### src/fkt_pkg.sv
// Constants, register map and carrier types for the keying and trip logic.
// Assumes a 200 MHz system clock and APB register access with 32-bit data.
`default_nettype none
package fkt_pkg;
   // Clock and the 1 ms timer tick.
   localparam int CLK_PERIOD_NS = 5;
   localparam int TICK_PERIOD_NS = 1_000_000;
   localparam int TICK_CYCLES_DEF = (TICK_PERIOD_NS + CLK_PERIOD_NS - 1) / CLK_PERIOD_NS;
   // Millisecond counter width and the fixed receiver times in ms.
   localparam int MSW = 11;
   localparam logic [MSW-1:0] GBT_MS = 11'h078;
   localparam logic [MSW-1:0] TAG_MS = 11'h078;
   localparam logic [MSW-1:0] OVR_TRIP_MS = 11'h3E8;
   localparam logic [MSW-1:0] OVR_RESET_MS = 11'h0C8;
   localparam logic [MSW-1:0] MS_MAX = 11'h7FF;
   // Register byte offsets.
   localparam logic [11:0] ADDR_CTRL = 12'h000;
   localparam logic [11:0] ADDR_TIMING = 12'h004;
   localparam logic [11:0] ADDR_UNBLOCK = 12'h008;
   localparam logic [11:0] ADDR_STATUS = 12'h00C;
   // Control fields.
   localparam int CTRL_MODE_LSB = 0;
   localparam int CTRL_WIDE_BIT = 4;
   localparam int CTRL_GBT_LSB = 8;
   // Timing fields.
   localparam int TIM_PRE_LSB = 0;
   localparam int TIM_THOLD_LSB = 8;
   localparam int TIM_GHOLD_LSB = 16;
   // Unblock fields.
   localparam int UB_WIN_LSB = 0;
   localparam int UB_DLY_LSB = 16;
   // Reset values of the settings.
   localparam logic [4:0] PRE_RST = 5'h00;
   localparam logic [6:0] HOLD_RST = 7'h00;
   localparam logic [8:0] UBWIN_RST = 9'h000;
   localparam logic [6:0] UBDLY_RST = 7'h00;
   // Four-frequency tone offsets from center, narrow shift, in Hz.
   localparam logic signed [10:0] OFS_OUTER = 11'sh0F9;
   localparam logic signed [10:0] OFS_INNER = 11'sh053;

   typedef enum logic [2:0] {
      MODE_ONOFF_CSS, MODE_DC2, MODE_DC3, MODE_PC2, MODE_SUT2, MODE_F4
   } fkt_mode_t;
   typedef enum logic [1:0] {GBT_OFF, GBT_ON, GBT_OVERRIDE} fkt_gbt_t;
   typedef enum logic [3:0] {
      TONE_NONE, TONE_CARRIER, TONE_LOWER, TONE_UPPER, TONE_CENTER,
      TONE_BOTH_CMD, TONE_CMD_B, TONE_GUARD, TONE_CMD_A
   } fkt_tone_t;

   // Keying and receiver pins.
   typedef struct packed {
      logic transferTripKey;
      logic lineRelayKey;
      logic transmitInhibit;
      logic breakerOpenAux;
      logic phaseCompareKey;
      logic levelRaise;
      logic unblockKey;
      logic startKey;
      logic stopKey;
      logic lowLevelKey;
      logic checkbackTx;
      logic rxGuard;
      logic rxTrip;
      logic rxLowLevel;
   } fkt_pins_t;

   // Transmitter selection.
   typedef struct packed {
      logic txOn;
      logic levelHigh;
      fkt_tone_t tone;
      logic signed [10:0] offsetHz;
      logic checkbackAllowed;
   } fkt_tx_t;

   // Receiver outputs.
   typedef struct packed {
      logic trip;
      logic guard;
      logic checkbackTrip;
      logic unblockTrip;
   } fkt_rx_t;
endpackage
`default_nettype wire

### src/fkt_keying_trip.sv
// FSK keying tables and two-frequency trip/guard receive decision.
// Assumes synchronous APB master on mclk and asynchronous pins on the key and rx inputs.
//
// Behaviour
// Start/stop single-lead keying map applies only with that option selected.
// Transfer-trip or unblock function uses the two-frequency directional map.
// Combined channel uses three-frequency map; transfer trip key wins over line relay.
// Phase comparison: lower tone when keyed, else upper; raise input picks high level.
// Shift up: upper tone high when keyed, else lower tone, high with breaker aux.
// Four-frequency: both, A, B tones at high level; guard tone low otherwise.
// Four-frequency guard tone stays low level whatever the raise or aux input.
// Transmit inhibit turns output off in every mode, above all keys.
// Four-frequency tone offsets 249/83 Hz, doubled with wide shift.
// Guard-before-trip needs 120 ms continuous guard after signal loss.
// Guard-before-trip is off, on, or on with override.
// Losing guard locks out tripping unless trip arrives within 120 ms.
// Trip and guard hold timers 1 to 100 ms; zero disables.
// Hold timers stretch outputs only, never internal decision state.
// Pre-trip delay of 0 to 30 ms before trip output.
// Trip over 1000 ms with override waives guard-before-trip.
// Open-breaker override clears after 200 ms of restored guard.
// Loss of channel gives unblock trip for 1 to 500 ms window; zero disables.
// After the unblock window, lock out until 120 ms of guard.
// Unblock trip assertion may be delayed 1 to 100 ms; zero means none.
// Checkback trip asserts whenever trip asserts.
// Trip tone after channel loss without guard gives checkback trip only.
// Directional map: lower tone high when keyed, else upper, high with aux.
// Three-frequency: lower for transfer trip, upper for line relay, else center.
// Loss of channel is low received level together with no guard.
// Millisecond timers count a 1 ms tick and restart when their condition drops.
// Keying inputs are synchronised and selection updates the next cycle.
`default_nettype none
module fkt_keying_trip
   import fkt_pkg::*;
#(
   parameter int TICK_CYCLES = TICK_CYCLES_DEF
) (
   input wire logic mclk, // System clock, 200 MHz.
   input wire logic rst_n, // Asynchronous reset, active low.
   input wire logic psel, // APB select.
   input wire logic penable, // APB enable.
   input wire logic pwrite, // APB direction, high for write.
   input wire logic [11:0] paddr, // APB byte address.
   input wire logic [31:0] pwdata, // APB write data.
   output logic [31:0] prdata, // APB read data.
   output logic pready, // APB ready.
   output logic pslverr, // APB error for unmapped address.
   input wire fkt_pins_t pins, // Asynchronous keying and receiver pins.
   output fkt_tx_t txSel, // Selected tone and level.
   output fkt_rx_t rxOut // Trip, guard and checkback outputs.
);

   typedef struct packed {
      fkt_pins_t s1;
      fkt_pins_t s2;
      fkt_pins_t s3;
      fkt_pins_t pin;
      fkt_mode_t mode;
      logic wide;
      fkt_gbt_t gbt;
      logic [4:0] preMsSet;
      logic [6:0] tripHoldSet;
      logic [6:0] guardHoldSet;
      logic [8:0] ubWinSet;
      logic [6:0] ubDlySet;
      logic [17:0] tickCnt;
      logic tick;
      logic [MSW-1:0] guardMs;
      logic [MSW-1:0] tripMs;
      logic [MSW-1:0] noGuardMs;
      logic [MSW-1:0] locMs;
      logic [MSW-1:0] preMs;
      logic gbtHave;
      logic openBrk;
      logic tripSeen;
      logic tagLock;
      logic ubLock;
      logic locPending;
      logic [6:0] tripHoldMs;
      logic [6:0] guardHoldMs;
      fkt_tx_t tx;
      fkt_rx_t rx;
      logic [31:0] prdata;
      logic pready;
      logic pslverr;
   } fkt_state_t;

   fkt_state_t q;
   fkt_state_t d;

   // Saturating millisecond increment.
   function automatic logic [MSW-1:0] msInc(input logic [MSW-1:0] v);
      msInc = (v == MS_MAX) ? v : v + 11'h001;
   endfunction

   // Register index of an APB address; 3'h7 marks an unmapped address.
   function automatic logic [2:0] regIndex(input logic [11:0] a);
      case (a)
         ADDR_CTRL: regIndex = 3'h0;
         ADDR_TIMING: regIndex = 3'h1;
         ADDR_UNBLOCK: regIndex = 3'h2;
         ADDR_STATUS: regIndex = 3'h3;
         default: regIndex = 3'h7;
      endcase
   endfunction

   // Builds a tone selection at a given level.
   function automatic fkt_tx_t sendTone(input fkt_tone_t t, input logic hi, input logic signed [10:0] ofs);
      sendTone = '0;
      sendTone.txOn = 1'b1;
      sendTone.levelHigh = hi;
      sendTone.tone = t;
      sendTone.offsetHz = ofs;
   endfunction

   // Keying table for every channel mode.
   function automatic fkt_tx_t keyMap(input fkt_pins_t p, input fkt_mode_t m, input logic w);
      logic signed [10:0] outer;
      logic signed [10:0] inner;
      outer = w ? (OFS_OUTER <<< 1) : OFS_OUTER;
      inner = w ? (OFS_INNER <<< 1) : OFS_INNER;
      keyMap = '0;
      case (m)
         MODE_ONOFF_CSS: begin
            // Single-lead start/stop map.
            if (p.startKey && !p.stopKey) begin
               keyMap = sendTone(TONE_CARRIER, 1'b1, 11'sh000);
            end else if (p.startKey && p.lowLevelKey) begin
               keyMap = sendTone(TONE_CARRIER, 1'b0, 11'sh000);
            end else begin
               keyMap.checkbackAllowed = p.startKey && p.stopKey && p.checkbackTx;
            end
         end
         MODE_DC2: begin
            if (p.transferTripKey || p.unblockKey) begin
               keyMap = sendTone(TONE_LOWER, 1'b1, 11'sh000);
            end else begin
               keyMap = sendTone(TONE_UPPER, p.breakerOpenAux, 11'sh000);
            end
         end
         MODE_DC3: begin
            if (p.transferTripKey) begin
               keyMap = sendTone(TONE_LOWER, 1'b1, 11'sh000);
            end else if (p.lineRelayKey) begin
               keyMap = sendTone(TONE_UPPER, 1'b1, 11'sh000);
            end else begin
               keyMap = sendTone(TONE_CENTER, p.breakerOpenAux, 11'sh000);
            end
         end
         MODE_PC2: begin
            keyMap = sendTone(p.phaseCompareKey ? TONE_LOWER : TONE_UPPER, p.levelRaise, 11'sh000);
         end
         MODE_SUT2: begin
            if (p.transferTripKey || p.unblockKey) begin
               keyMap = sendTone(TONE_UPPER, 1'b1, 11'sh000);
            end else begin
               keyMap = sendTone(TONE_LOWER, p.breakerOpenAux, 11'sh000);
            end
         end
         MODE_F4: begin
            if (p.transferTripKey && p.lineRelayKey) begin
               keyMap = sendTone(TONE_BOTH_CMD, 1'b1, -outer);
            end else if (p.transferTripKey) begin
               keyMap = sendTone(TONE_CMD_A, 1'b1, outer);
            end else if (p.lineRelayKey) begin
               keyMap = sendTone(TONE_CMD_B, 1'b1, -inner);
            end else begin
               keyMap = sendTone(TONE_GUARD, 1'b0, inner);
            end
         end
         default: keyMap = '0;
      endcase
      if (p.transmitInhibit) begin
         keyMap = '0;
      end
   endfunction

   // Next-state logic for the bus, keying and receiver.
   always_comb begin
      logic guard;
      logic trip;
      logic loc;
      logic gbtMet;
      logic gbtOk;
      logic ubActive;
      logic decision;
      logic qualified;
      logic cbRaw;
      logic access;
      logic [2:0] idx;
      logic [MSW-1:0] ubStart;
      logic [MSW-1:0] ubEnd;
      d = q;
      guard = q.pin.rxGuard;
      trip = q.pin.rxTrip;
      loc = q.pin.rxLowLevel && !guard;
      gbtMet = q.guardMs >= GBT_MS;
      ubStart = MSW'(q.ubDlySet);
      ubEnd = MSW'(q.ubDlySet) + MSW'(q.ubWinSet);

      // Three-stage pin synchroniser; a bit is taken once stages two and three agree.
      d.s1 = pins;
      d.s2 = q.s1;
      d.s3 = q.s2;
      for (int i = 0; i < $bits(fkt_pins_t); i++) begin
         if (q.s2[i] == q.s3[i]) begin
            d.pin[i] = q.s3[i];
         end
      end

      // One-cycle 1 ms tick.
      d.tick = 1'b0;
      if (q.tickCnt == 18'(TICK_CYCLES - 1)) begin
         d.tickCnt = '0;
         d.tick = 1'b1;
      end else begin
         d.tickCnt = q.tickCnt + 18'h0_0001;
      end

      // Keying selection, one cycle after the synchronised input changes.
      d.tx = keyMap(q.pin, q.mode, q.wide);

      // Millisecond condition timers restart as soon as their condition drops.
      if (!guard) begin
         d.guardMs = '0;
      end else if (q.tick) begin
         d.guardMs = msInc(q.guardMs);
      end
      if (!trip) begin
         d.tripMs = '0;
      end else if (q.tick) begin
         d.tripMs = msInc(q.tripMs);
      end
      if (guard) begin
         d.noGuardMs = '0;
      end else if (q.tick) begin
         d.noGuardMs = msInc(q.noGuardMs);
      end
      if (!loc) begin
         d.locMs = '0;
      end else if (q.tick) begin
         d.locMs = msInc(q.locMs);
      end

      // Guard-before-trip: signal loss clears it, 120 ms of guard restores it.
      if (gbtMet) begin
         d.gbtHave = 1'b1;
      end else if (loc) begin
         d.gbtHave = 1'b0;
      end

      // Open-breaker override; setting by long trip wins over the guard reset.
      if (q.gbt == GBT_OVERRIDE && q.tripMs > OVR_TRIP_MS) begin
         d.openBrk = 1'b1;
      end else if (q.guardMs >= OVR_RESET_MS || q.gbt != GBT_OVERRIDE) begin
         d.openBrk = 1'b0;
      end

      // Trip-after-guard lockout.
      if (trip) begin
         d.tripSeen = 1'b1;
      end else if (guard) begin
         d.tripSeen = 1'b0;
      end
      if (!guard && !q.tripSeen && !trip && q.noGuardMs >= TAG_MS) begin
         d.tagLock = 1'b1;
      end else if (gbtMet) begin
         d.tagLock = 1'b0;
      end

      // Unblock window after channel loss, then lockout until 120 ms of guard.
      ubActive = (q.ubWinSet != '0) && loc && !q.ubLock && q.locMs >= ubStart && q.locMs < ubEnd;
      if (q.ubWinSet != '0 && loc && q.locMs >= ubEnd) begin
         d.ubLock = 1'b1;
      end else if (gbtMet) begin
         d.ubLock = 1'b0;
      end

      // Channel loss not yet followed by guard return.
      if (loc) begin
         d.locPending = 1'b1;
      end else if (guard) begin
         d.locPending = 1'b0;
      end

      // Trip decision.
      gbtOk = (q.gbt == GBT_OFF) || q.gbtHave || (q.gbt == GBT_OVERRIDE && q.openBrk);
      decision = ubActive ||
         (trip && gbtOk && !q.tagLock && !q.ubLock && (!q.locPending || q.openBrk));

      // Pre-trip qualification.
      if (!decision) begin
         d.preMs = '0;
      end else if (q.tick) begin
         d.preMs = msInc(q.preMs);
      end
      qualified = decision && q.preMs >= MSW'(q.preMsSet);
      cbRaw = qualified || (trip && q.locPending && !q.openBrk);

      // Output hold timers act on the output copies only.
      if (qualified) begin
         d.tripHoldMs = q.tripHoldSet;
      end else if (q.tick && q.tripHoldMs != '0) begin
         d.tripHoldMs = q.tripHoldMs - 7'h01;
      end
      if (guard) begin
         d.guardHoldMs = q.guardHoldSet;
      end else if (q.tick && q.guardHoldMs != '0) begin
         d.guardHoldMs = q.guardHoldMs - 7'h01;
      end
      d.rx.trip = qualified || (q.tripHoldMs != '0);
      d.rx.guard = guard || (q.guardHoldMs != '0);
      d.rx.checkbackTrip = cbRaw || d.rx.trip;
      d.rx.unblockTrip = ubActive && qualified;

      // APB slave: the access phase takes two cycles, answered with pready.
      access = psel && penable && !q.pready;
      idx = regIndex(paddr);
      d.pready = access;
      d.pslverr = access && (idx == 3'h7);
      if (access) begin
         d.prdata = '0;
         case (idx)
            3'h0: begin
               d.prdata[CTRL_MODE_LSB +: 3] = q.mode;
               d.prdata[CTRL_WIDE_BIT] = q.wide;
               d.prdata[CTRL_GBT_LSB +: 2] = q.gbt;
            end
            3'h1: begin
               d.prdata[TIM_PRE_LSB +: 5] = q.preMsSet;
               d.prdata[TIM_THOLD_LSB +: 7] = q.tripHoldSet;
               d.prdata[TIM_GHOLD_LSB +: 7] = q.guardHoldSet;
            end
            3'h2: begin
               d.prdata[UB_WIN_LSB +: 9] = q.ubWinSet;
               d.prdata[UB_DLY_LSB +: 7] = q.ubDlySet;
            end
            3'h3: begin
               d.prdata[0] = q.rx.trip;
               d.prdata[1] = q.rx.guard;
               d.prdata[2] = q.rx.checkbackTrip;
               d.prdata[3] = q.rx.unblockTrip;
               d.prdata[4] = q.gbtHave;
               d.prdata[5] = q.openBrk;
               d.prdata[6] = q.tagLock;
               d.prdata[7] = q.ubLock;
               d.prdata[8] = q.locPending;
               d.prdata[9] = q.tx.txOn;
               d.prdata[10] = q.tx.levelHigh;
               d.prdata[15:12] = q.tx.tone;
               d.prdata[26:16] = q.tx.offsetHz;
            end
            default: d.prdata = '0;
         endcase
      end
      if (psel && penable && q.pready && pwrite) begin
            case (idx)
               3'h0: begin
                  d.mode = fkt_mode_t'(pwdata[CTRL_MODE_LSB +: 3]);
                  d.wide = pwdata[CTRL_WIDE_BIT];
                  d.gbt = fkt_gbt_t'(pwdata[CTRL_GBT_LSB +: 2]);
               end
               3'h1: begin
                  d.preMsSet = pwdata[TIM_PRE_LSB +: 5];
                  d.tripHoldSet = pwdata[TIM_THOLD_LSB +: 7];
                  d.guardHoldSet = pwdata[TIM_GHOLD_LSB +: 7];
               end
               3'h2: begin
                  d.ubWinSet = pwdata[UB_WIN_LSB +: 9];
                  d.ubDlySet = pwdata[UB_DLY_LSB +: 7];
               end
               default: d.ubDlySet = q.ubDlySet;
            endcase
      end
   end

   // State register.
   always_ff @(posedge mclk or negedge rst_n) begin
      if (!rst_n) begin
         q <= '0;
         q.mode <= MODE_DC2;
         q.gbt <= GBT_OFF;
         q.preMsSet <= PRE_RST;
         q.tripHoldSet <= HOLD_RST;
         q.guardHoldSet <= HOLD_RST;
         q.ubWinSet <= UBWIN_RST;
         q.ubDlySet <= UBDLY_RST;
      end else begin
         q <= d;
      end
   end

   // Outputs straight from the state register.
   assign prdata = q.prdata;
   assign pready = q.pready;
   assign pslverr = q.pslverr;
   assign txSel = q.tx;
   assign rxOut = q.rx;

endmodule
`default_nettype wire

### config.mk
export PLATFORM = sky130hd
export DESIGN_NAME = fkt_keying_trip
export DESIGN_NICKNAME = d
export VERILOG_FILES = /design/src/fkt_pkg.sv /design/src/fkt_keying_trip.sv
export SDC_FILE = /design/constraint.sdc
export NUM_CORES = 1
export LEC_CHECK = 0
export BUFFER_PORTS_ARGS = -buffer_cell sky130_fd_sc_hd__buf_4
export CAP_MARGIN = 10
export CORE_ASPECT_RATIO = 2
export CORE_UTILIZATION = 50
export CTS_CLUSTER_DIAMETER = 80
export DETAILED_ROUTE_END_ITERATION = 8
export GPL_ROUTABILITY_DRIVEN = 1
export MAX_ROUTING_LAYER = met4
export PLACE_DENSITY = 0.69
export SYNTH_ARGS = -nofsm -noshare
export SYNTH_HDL_FRONTEND = slang
export SYNTH_SLANG_ARGS = --single-unit
### constraint.sdc
create_clock -name mclk -period 4.1 [get_ports mclk]
set_clock_uncertainty 0.1 [all_clocks]
set_input_delay 0.41 -clock mclk [delete_from_list [all_inputs] [get_ports mclk]]
set_output_delay 0.41 -clock mclk [all_outputs]
set_load 0.03 [all_outputs]
# [Word level (Yosys, flattened, before mapping)]
# Index checks and enable logic that the tools add are counted.
[totals] regBits=242 input_bits=63 out_inout_bits=56 word_cells=286
[classes] addsub=11 magnitude_cmp=8 eq_ne=43 n_mux=59 reduce_logical=74
[ops] operator="2-to-1 mux 11 bit" n=15
[ops] operator="2-to-1 mux 17 bit" n=8
[ops] operator="one-hot mux 18 bit (6 select lines)" n=1
[ops] operator="adder 11 x 1 -> 11 bit (second input constant)" n=5
[ops] operator="equality test 11 bit (second input constant)" n=5
[ops] operator="2-to-1 mux 18 bit" n=3
[ops] operator="logical AND 1 bit" n=31
[ops] operator="2-to-1 mux 7 bit" n=4
[ops] operator="equality test 12 x 4 -> 1 bit (second input constant)" n=2
[ops] operator="one-hot mux 3 bit (4 select lines)" n=2
[ops] operator=">= comparator 11 x 7 -> 1 bit (second input constant)" n=2
[ops] operator="one-hot mux 7 bit (3 select lines)" n=1
[ops] operator="inequality test 2 bit (second input constant)" n=10
[ops] operator="adder 18 x 1 -> 18 bit (second input constant)" n=1
[ops] operator="equality test 18 bit (second input constant)" n=1
[ops] operator="nonzero test 2 bit" n=9
[ops] operator="AND reduction 2 bit" n=8
[ops] operator="2-to-1 mux 1 bit" n=15
[ops] operator="equality test 1 bit" n=14
[ops] operator="nonzero test 7 bit" n=2
[ops] operator="subtractor 7 x 1 -> 7 bit (second input constant)" n=2
[ops] operator="equality test 12 x 3 -> 1 bit (second input constant)" n=1
[ops] operator="equality test 3 x 2 -> 1 bit (second input constant)" n=4
[ops] operator="logical NOT 12 bit" n=1
[ops] operator="24 further kinds" n=48

# [Depth between registers and ports, before layout]
# Gate-level depths: netlist of the first run.
[depth] word_depth=11 mapped_depth=18

# [Least setup slack after synthesis of the first run]
# No wires, ideal clock.
[synth_path] path_type="register to register" start="register q[150] (netlist bit)" end="register q[67] (netlist bit)" t_arrival_ps=3359 required_time_ps=3874 path_slack_ps=515 stages_incl_launch_ff=17 path_buffers=1 synth_period_minus_slack_ps=3585 cell_sequence="dfrtp_1 ha_1 inv_1 fa_1 nor2b_1 o21ai_0 a21oi_1 o21ai_0 nor4b_1 nor3_1 ha_1 a21o_1 a211oi_1 nand4b_1 o21a_1 buf_2 o311a_1"
[synth_between] elab_chain_cells=6 elab_cells_between_ends=9 classes_between="1 x add/sub; 2 x order compare; 1 x mux; 5 x reduce/logical"
[synth_rtl] element="from (decl)" line="fkt_keying_trip.sv:88" source="fkt_state_t q;"
[synth_rtl] element="adder 7 x 9 -> 10 bit / >= comparator 11 x 7 -> 1 bit (equally long branches)" line="fkt_keying_trip.sv:199, fkt_keying_trip.sv:272"
[synth_rtl] element="less-than comparator 11 x 10 -> 1 bit / logical AND 1 bit (equally long branches)" line="fkt_keying_trip.sv:272" source="ubActive = (q.ubWinSet != '0) && loc && !q.ubLock && q.locMs >= ubStart && q.locMs < ubEnd;"
[synth_rtl] element="logical AND 1 bit *" line="fkt_keying_trip.sv:272"
[synth_rtl] element="logical OR 1 bit *" line="fkt_keying_trip.sv:288" source="decision = ubActive ||"
[synth_rtl] element="logical AND 1 bit *" line="fkt_keying_trip.sv:297" source="qualified = decision && q.preMs >= MSW'(q.preMsSet);"
[synth_rtl] element="2-to-1 mux 7 bit / nonzero test 2 bit (equally long branches)"
# Mark *: on every way between the ends. The rest lies on a longest branch, timed or not.
# A chain may end at the register's enable or synchronous reset.

# [Final worst setup path of the first run]
[layout_path] start="register q[157] (netlist bit)" end="register q[80] (netlist bit)"
[layout_between] elab_chain_cells=8 elab_cells_between_ends=12 classes_between="1 x add/sub; 1 x order compare; 2 x eq/ne; 1 x mux; 7 x reduce/logical"
[layout_rtl] element="branches (longest 4 deep; another with less-than comparator 11 x 10 -> 1 bit)"
[layout_rtl] element="logical AND 1 bit *" line="fkt_keying_trip.sv:272"
[layout_rtl] element="logical OR 1 bit *" line="fkt_keying_trip.sv:288"
[layout_rtl] element="inequality test 2 bit (no source line)"
[layout_rtl] element="AND reduction 2 bit (no source line)"
# Mark *: on every way between the ends.

==> impl_metrics.csv, run 1 <==
group,metric,value,unit
layout,drive_gt1_share,16.3,%
setup_path,start_kind,"register",
clock_network,clockBufferDepth,3,
sta,fmax,267,MHz
grt,antenna_found_initial,0,
sta,setup_viol,0,
floorplan,pin_count,119,
sta,relSlewSlack,31.6,%
grt,grt_pass1_vias,8572,
placement,port_buffers,103,
synthesis,synth_cell_type_count,70,
setup_path,endpoint_kind,"register",
floorplan,num_rows,78,
hold_path,hold_class,"primary input to register",
detailed_routing,wl_per_cell,18.1,um
synthesis,ys_ff_latch,238,
layout,final_core_util,58.0,%
sta,min_period,3.75,ns
clock_network,clock_latency,0.53,ns
sta,hold_viol,0,
setup_path,ff2ff_setup_slack,0.35,ns
placement,place.gp.congestion,0.906,
synthesis,synth_ff_type,"dfrtp_1",
clock_network,clkTransAtPathRegs,0.06,ns
synthesis,yosys.area_share.simple,16.0,%
sta,rsz0062_at_grt,"false",
detailed_routing,drt_iter0_drc,419,
grt,grt_overflow,0,
setup_path,arrival,4.09,ns
sta,tns,0,ns
clock_network,cts_tree,"done",
detailed_routing,drt-total-wl,26700,um
detailed_routing,vias_per_cell,5.67,
detailed_routing,ant_nets,0,
pwr,ir_drop,0.436,mV
synthesis,synth_top_family_by_area,"simple AND/OR/NAND/NOR gates",
synthesis,yosys.area_share.adder,6.71,%
detailed_routing,vias,8368,
synthesis,yosysWarnings,0,
floorplan,die_h,217,um
grt,grt_pass1_wl,43300,um
placement,hpwl,19500,um
synthesis,synth_top_area_share,51.4,%
pwr,finalPower,4.74,mW
sta,holdWs,0.0123,ns
pwr,leakagePower,6.14,nW
detailed_routing,drc,0,
sta,max_slew.worst_pin.slew,1.00,ns
grt,grt_usage,24.4,%
synthesis,syn_area_per_cell,10.4,um2
floorplan,dieArea,23700,um2
synthesis,synth_top_cells_by_area,"dfrtp_1 51%, ha_1 5.3%, buf_4 3.5%",
layout,area_growth,13.8,%
setup_path,worstPathRequired,4.44,ns
floorplan,core_area,22600,um2
synthesis,synthXorXnorAreaFrac,4.63,%
pwr,p_per_area,361,nW/um2
setup_path,critical_path.max_fanout,12,
synthesis,yosysTopAreaCell,"dfrtp_1",
floorplan,die_x,109,um
clock_network,cts_sinks,238,
setup_path,startpoint,"q[157]$_DFFE_PN0P_",
synthesis,synthCells,1104,
synthesis,synth-compound-area-share,9.58,%
sta,drv_slew,0,
synthesis,syn_area,11500,um2
setup_path,crit_type,"register to register",
hold_path,hp-start,"pwdata[9]",
placement,placedCellCount,1420,
synthesis,synthMuxAreaShare,5.02,%
detailed_routing,drt_first_pass_iters,7,
status,status,"completed",
layout,final_cells,1475,
job,drv_cap,0,
synthesis,ys_async_sr_fraction,100,%
synthesis,synth-seq-area-share,51.7,%
setup_path,reg2reg_from,"q[157]$_DFFE_PN0P_",
layout,layout.nets,1296,
layout,diodes,0,
clock_network,numCtsBuffers,22,
grt,grt_max_degree,94,
synthesis,synth_edf_count,0,
clock_network,htree_levels,1,
sta,timing.final.crit_share,91.4,%
floorplan,initial_utilization,50.9,%
clock_network,cts-root-buf,"clkbuf_16",
## stage by stage
stage,worst slack [ns],cell area (um2)
finish,0.352,13100
global route,0.0689,13100
CTS,0.207,13100
detailed placement,0.239,12300
global placement,0.274,12300
floorplan,0.515,11500
## area by class of cell
cell class | instances | area, um2
Clock buffer | 30 | 601
Inverter | 51 | 191
Tap cell | 280 | 350
Clock inverter | 6 | 45.0
Timing Repair Buffer | 138 | 1100
Sequential cell | 238 | 5960
Fill cell | 2011 | 9520
Multi-Input combinational cell | 732 | 4880
## timing repair
item	4_1_cts	5_1_grt
resized for setup	0	5
hold endpoints to repair	108	0
hold buffers	19	0
setup buffers	0	0
endpoints found under the setup margin	0	19
## cells in the mapped netlist, types with 3 or more instances
cell type	instances
and4_1	7
mux4_2	5
a21o_1	4
a211oi_1	9
nor4_1	6
mux2_1	4
nand3_1	34
o21ai_0	64
nor2_1	104
mux2i_1	14
a22oi_1	10
or3_1	4
dfrtp_1	237
buf_2	5
xor2_1	38
inv_1	50
xnor2_1	23
mux2_2	25
o211ai_1	8
maj3_1	14
nand4_1	33
a21oi_1	37
and3_1	10
a221oi_1	3
a41oi_1	3
nand2_1	107
buf_1	3
o22ai_1	3
buf_4	54
a31oi_1	7
o21a_1	4
ha_1	49
nand2b_1	7
nor3b_1	3
nor4b_1	3
o311a_1	6
clkbuf_1	24
nor3_1	32
nor2b_1	10
nand3b_1	4
## routing by layer
metal,wire (um),track usage [%],share of wire (%),vias to the layer above
met5,0,-,0,-
met4,1380,12.4,5.2,0
met3,1010,3.11,3.8,76
met2,14500,43.0,54,184
met1,9850,26.2,37,4141
li1,-,-,-,3967
## registers in the layout, summed over array words and instances (netlist names)
name	flops
prdata	26
q	163
pslverr	1
txSel	15
rxOut	4
d	28
pready	1
## power by group
group	switching, mW	internal, mW	total [mW]
logic	0.234	0.143	0.377
clock network	0.874	1.03	1.90
registers	0.0508	2.41	2.46
total	1.16	3.58	4.74
## worst paths after layout
path | to | cells past startpoint
max | q[80]$_DFFE_PN0P_ | 16
min | q[174]$_DFFE_PN0P_ | 3
min in group asynchronous | q[192]$_DFFE_PN0N_ | 2
min reg2reg | d[211]$_DFF_PN0_ | 0
max reg2reg | q[80]$_DFFE_PN0P_ | 16
max in group asynchronous | q[188]$_DFFE_PN1P_ | 3
## worst max-delay path: stages, from the launching register on
cell	delay [ns]
dfrtp_1	0.42
ha_1	0.20
inv_1	0.05
fa_1	0.40
nor2b_1	0.12
o21ai_0	0.11
a21oi_1	0.18
o21ai_0	0.13
nor4b_2	0.19
nor3_2	0.17
ha_1	0.26
a21o_1	0.17
a211oi_2	0.25
nand4b_1	0.22
o21a_4	0.30
buf_4	0.20
nor3_1	0.18
## cells in the final DEF, fill, tap and decap left out, types with 19 or more instances in the layout
| cell type | synthesis | layout |
|---|---|---|
| mux2_2 | 25 | 25 |
| a21oi_1 | 37 | 37 |
| nand3_1 | 34 | 34 |
| clkbuf_16 | 0 | 22 |
| nand2_1 | 107 | 107 |
| ha_1 | 49 | 49 |
| nor3_1 | 32 | 31 |
| xor2_1 | 38 | 38 |
| dfrtp_1 | 237 | 237 |
| o21ai_0 | 64 | 64 |
| dlygate4sd3_1 | 0 | 19 |
| inv_1 | 50 | 50 |
| nand4_1 | 33 | 33 |
| nor2_1 | 104 | 104 |
| xnor2_1 | 23 | 23 |
| buf_4 | 54 | 117 |
## logic make-up (layout without fill, tap and decap cells)
group	Yosys count	count (layout)
XOR/XNOR	61	61
AO/OA/AOI/OAI	176	176
multiplexers	48	48
adder cells (fa/ha/maj)	64	64
flip-flops	238	238
buffers and inverters	138	225
AND/OR/NAND/NOR	378	378
other	1	5
No activity file was read; power rests on OpenSTA's default activity.
==> run 2, diff against run 1 <==
- PLACE_DENSITY: 0.69 -> not set
- PLACE_DENSITY_LB_ADDON: not set -> 0.12
==> impl_metrics.csv, run 2 (same netlist as run 1, synthesis figures left out) <==
group,metric,value,unit
status,status,"completed",
grt,grt_pass1_vias,8399,
grt,antenna_found_initial,0,
layout,final_cell_area,13100,um2
placement,post_dp_cell_area,12300,um2
layout,final_cell_mix,"237 x dfrtp_1, 119 x buf_4, 107 x nand2_1",
sta,setup_viol,0,
sta,relSlewSlack,44.6,%
setup_path,r2r_cells,16,
setup_path,rr_endpoint,"q[80]$_DFFE_PN0P_",
setup_path,reg2reg_from,"q[150]$_DFFE_PN0P_",
detailed_routing,drc,0,
detailed_routing,wl_per_cell,18.6,um
detailed_routing,drt_iter0_drc,441,
sta,fmax,262,MHz
layout,drive_gt1_share,16.4,%
layout,layout.nets,1296,
detailed_routing,vias_per_cell,5.64,
clock_network,clock_latency,0.52,ns
sta,rsz0062_at_grt,"false",
layout,layout_commonest_cell,"dfrtp_1",
clock_network,cts-root-buf,"clkbuf_16",
job,drv_cap,0,
grt,grt_max_degree,110,
sta,max_slew.worst_pin.slew,0.831,ns
clock_network,cts_tree,"done",
setup_path,crit_type,"register to register",
layout,diodes,0,
placement,place.gp.congestion,0.888,
floorplan,die_h,217,um
sta,drv_slew,0,
floorplan,dieArea,23700,um2
grt,grt_usage,24.9,%
setup_path,worstPathCellList,"ha_1 -> inv_1 -> fa_1 -> nor2b_1 -> o21ai_0 -> a21oi_1 -> o21ai_1 -> nor4b_1 -> nor3_1 -> ha_1 -> a21o_1 -> a211oi_2 -> nand4b_1 -> o21a_2 -> buf_4 -> nor3_1",
clock_network,numCtsBuffers,23,
grt,grt_pass1_wl,43600,um
pwr,p_per_area,368,nW/um2
grt,grt_overflow,0,
pwr,leakagePower,6.14,nW
hold_path,worst_hold_path.num_cells,2,
setup_path,critical_path.max_fanout,12,
floorplan,pin_count,119,
setup_path,slowest_stage,"dfrtp_1",
clock_network,htree_levels,1,
layout,area_growth,13.8,%
layout,largest_register_ffs,163,
clock_network,clockBufferDepth,3,
floorplan,initial_utilization,50.9,%
sta,hold_viol,0,
sta,min_period,3.82,ns
setup_path,worstPathRequired,4.44,ns
setup_path,slowest_delay,0.42,ns
setup_path,arrival,4.16,ns
hold_path,min_to,"q[177]$_DFFE_PN0P_",
clock_network,cts_sinks,238,
setup_path,start_kind,"register",
setup_path,ff2ff_setup_slack,0.28,ns
layout,top_register,"q",
placement,hpwl,20100,um
clock_network,cts_setup_buffers,0,
hold_path,hold_class,"primary input to register",
floorplan,core_area,22600,um2
pwr,ir_drop,0.416,mV
detailed_routing,vias,8294,
detailed_routing,ant_nets,0,
floorplan,num_rows,78,
detailed_routing,drt_first_pass_iters,4,
clock_network,clkTransAtPathRegs,0.07,ns
detailed_routing,drt-total-wl,27300,um
setup_path,endpoint_kind,"register",
floorplan,die_x,109,um
sta,timing.final.crit_share,93.1,%
hold_path,hp-start,"pwdata[12]",
sta,tns,0,ns
placement,port_buffers,103,
[run 2: worst max-delay path by stage]
stage	cells after the start	endpoint	startpoint
3_5_place_dp	16	q[80]$_DFFE_PN0P_	q[150]$_DFFE_PN0P_
6_report	16	q[80]$_DFFE_PN0P_	q[150]$_DFFE_PN0P_
4_1_cts	16	q[80]$_DFFE_PN0P_	q[150]$_DFFE_PN0P_
5_1_grt	16	rxOut[3]$_DFF_PN0_	q[150]$_DFFE_PN0P_
2_1_floorplan	16	q[67]$_DFFE_PN0P_	q[150]$_DFFE_PN0P_
3_3_place_gp	16	q[80]$_DFFE_PN0P_	q[150]$_DFFE_PN0P_
[run 2: power by group]
| group | internal [mW] | switching [mW] | total [mW] |
|---|---|---|---|
| Sequential | 2.41 | 0.0495 | 2.46 |
| Clock | 1.13 | 0.871 | 2.00 |
| Combinational | 0.142 | 0.235 | 0.377 |
[run 2: layout make-up]
type                    instances  area (um2)
fillers                      2038        9520
flip-flops and latches        238        5960
multi-input cells             732        4860
repair buffers                137        1090
clock buffers                  29         628
well taps                     280         350
inverters                      51         191
clock inverters                 4        45.0
[run 2: through the flow]
| stage | power, mW | hold slack [ns] | setup slack [ns] | cells | utilization, % |
|---|---|---|---|---|---|
| floorplan | 2.70 | 0.0144 | 0.515 | 1108 | - |
| global placement | 2.86 | 0.232 | 0.151 | 1422 | 54.2 |
| detailed placement | 2.87 | 0.235 | 0.0960 | 1422 | 54.2 |
| CTS | 4.90 | 0.000807 | 0.0710 | 1471 | 57.9 |
| global route | 5.03 | 0.00648 | 0.0285 | 1471 | 58.0 |
| finish | 4.83 | 0.0121 | 0.281 | 1471 | 58.0 |
[run 2: metal layers]
metal	vias up	share of wire, %	GRT usage, %
met3	59	3.4	2.79
met2	153	55	44.8
met4	0	5.1	12.8
met5	-	0	-
li1	3963	-	-
met1	4119	37	26.3
[run 2: repair_timing]
item | CTS | global route
hold buffers | 16 | 0
setup endpoints to repair | 0 | 19
hold endpoints to repair | 120 | 0
resized for setup | 0 | 3
[run 2: critical path: cells and delay by family (launching register included)]
kind / cells / cell delay [ns]
AOI/OAI and AO/OA: 6 / 1.26
adders and majority gates: 3 / 0.86
DFF: 1 / 0.42
buffers and inverters: 2 / 0.26
and+or+nand+nor: 5 / 0.84
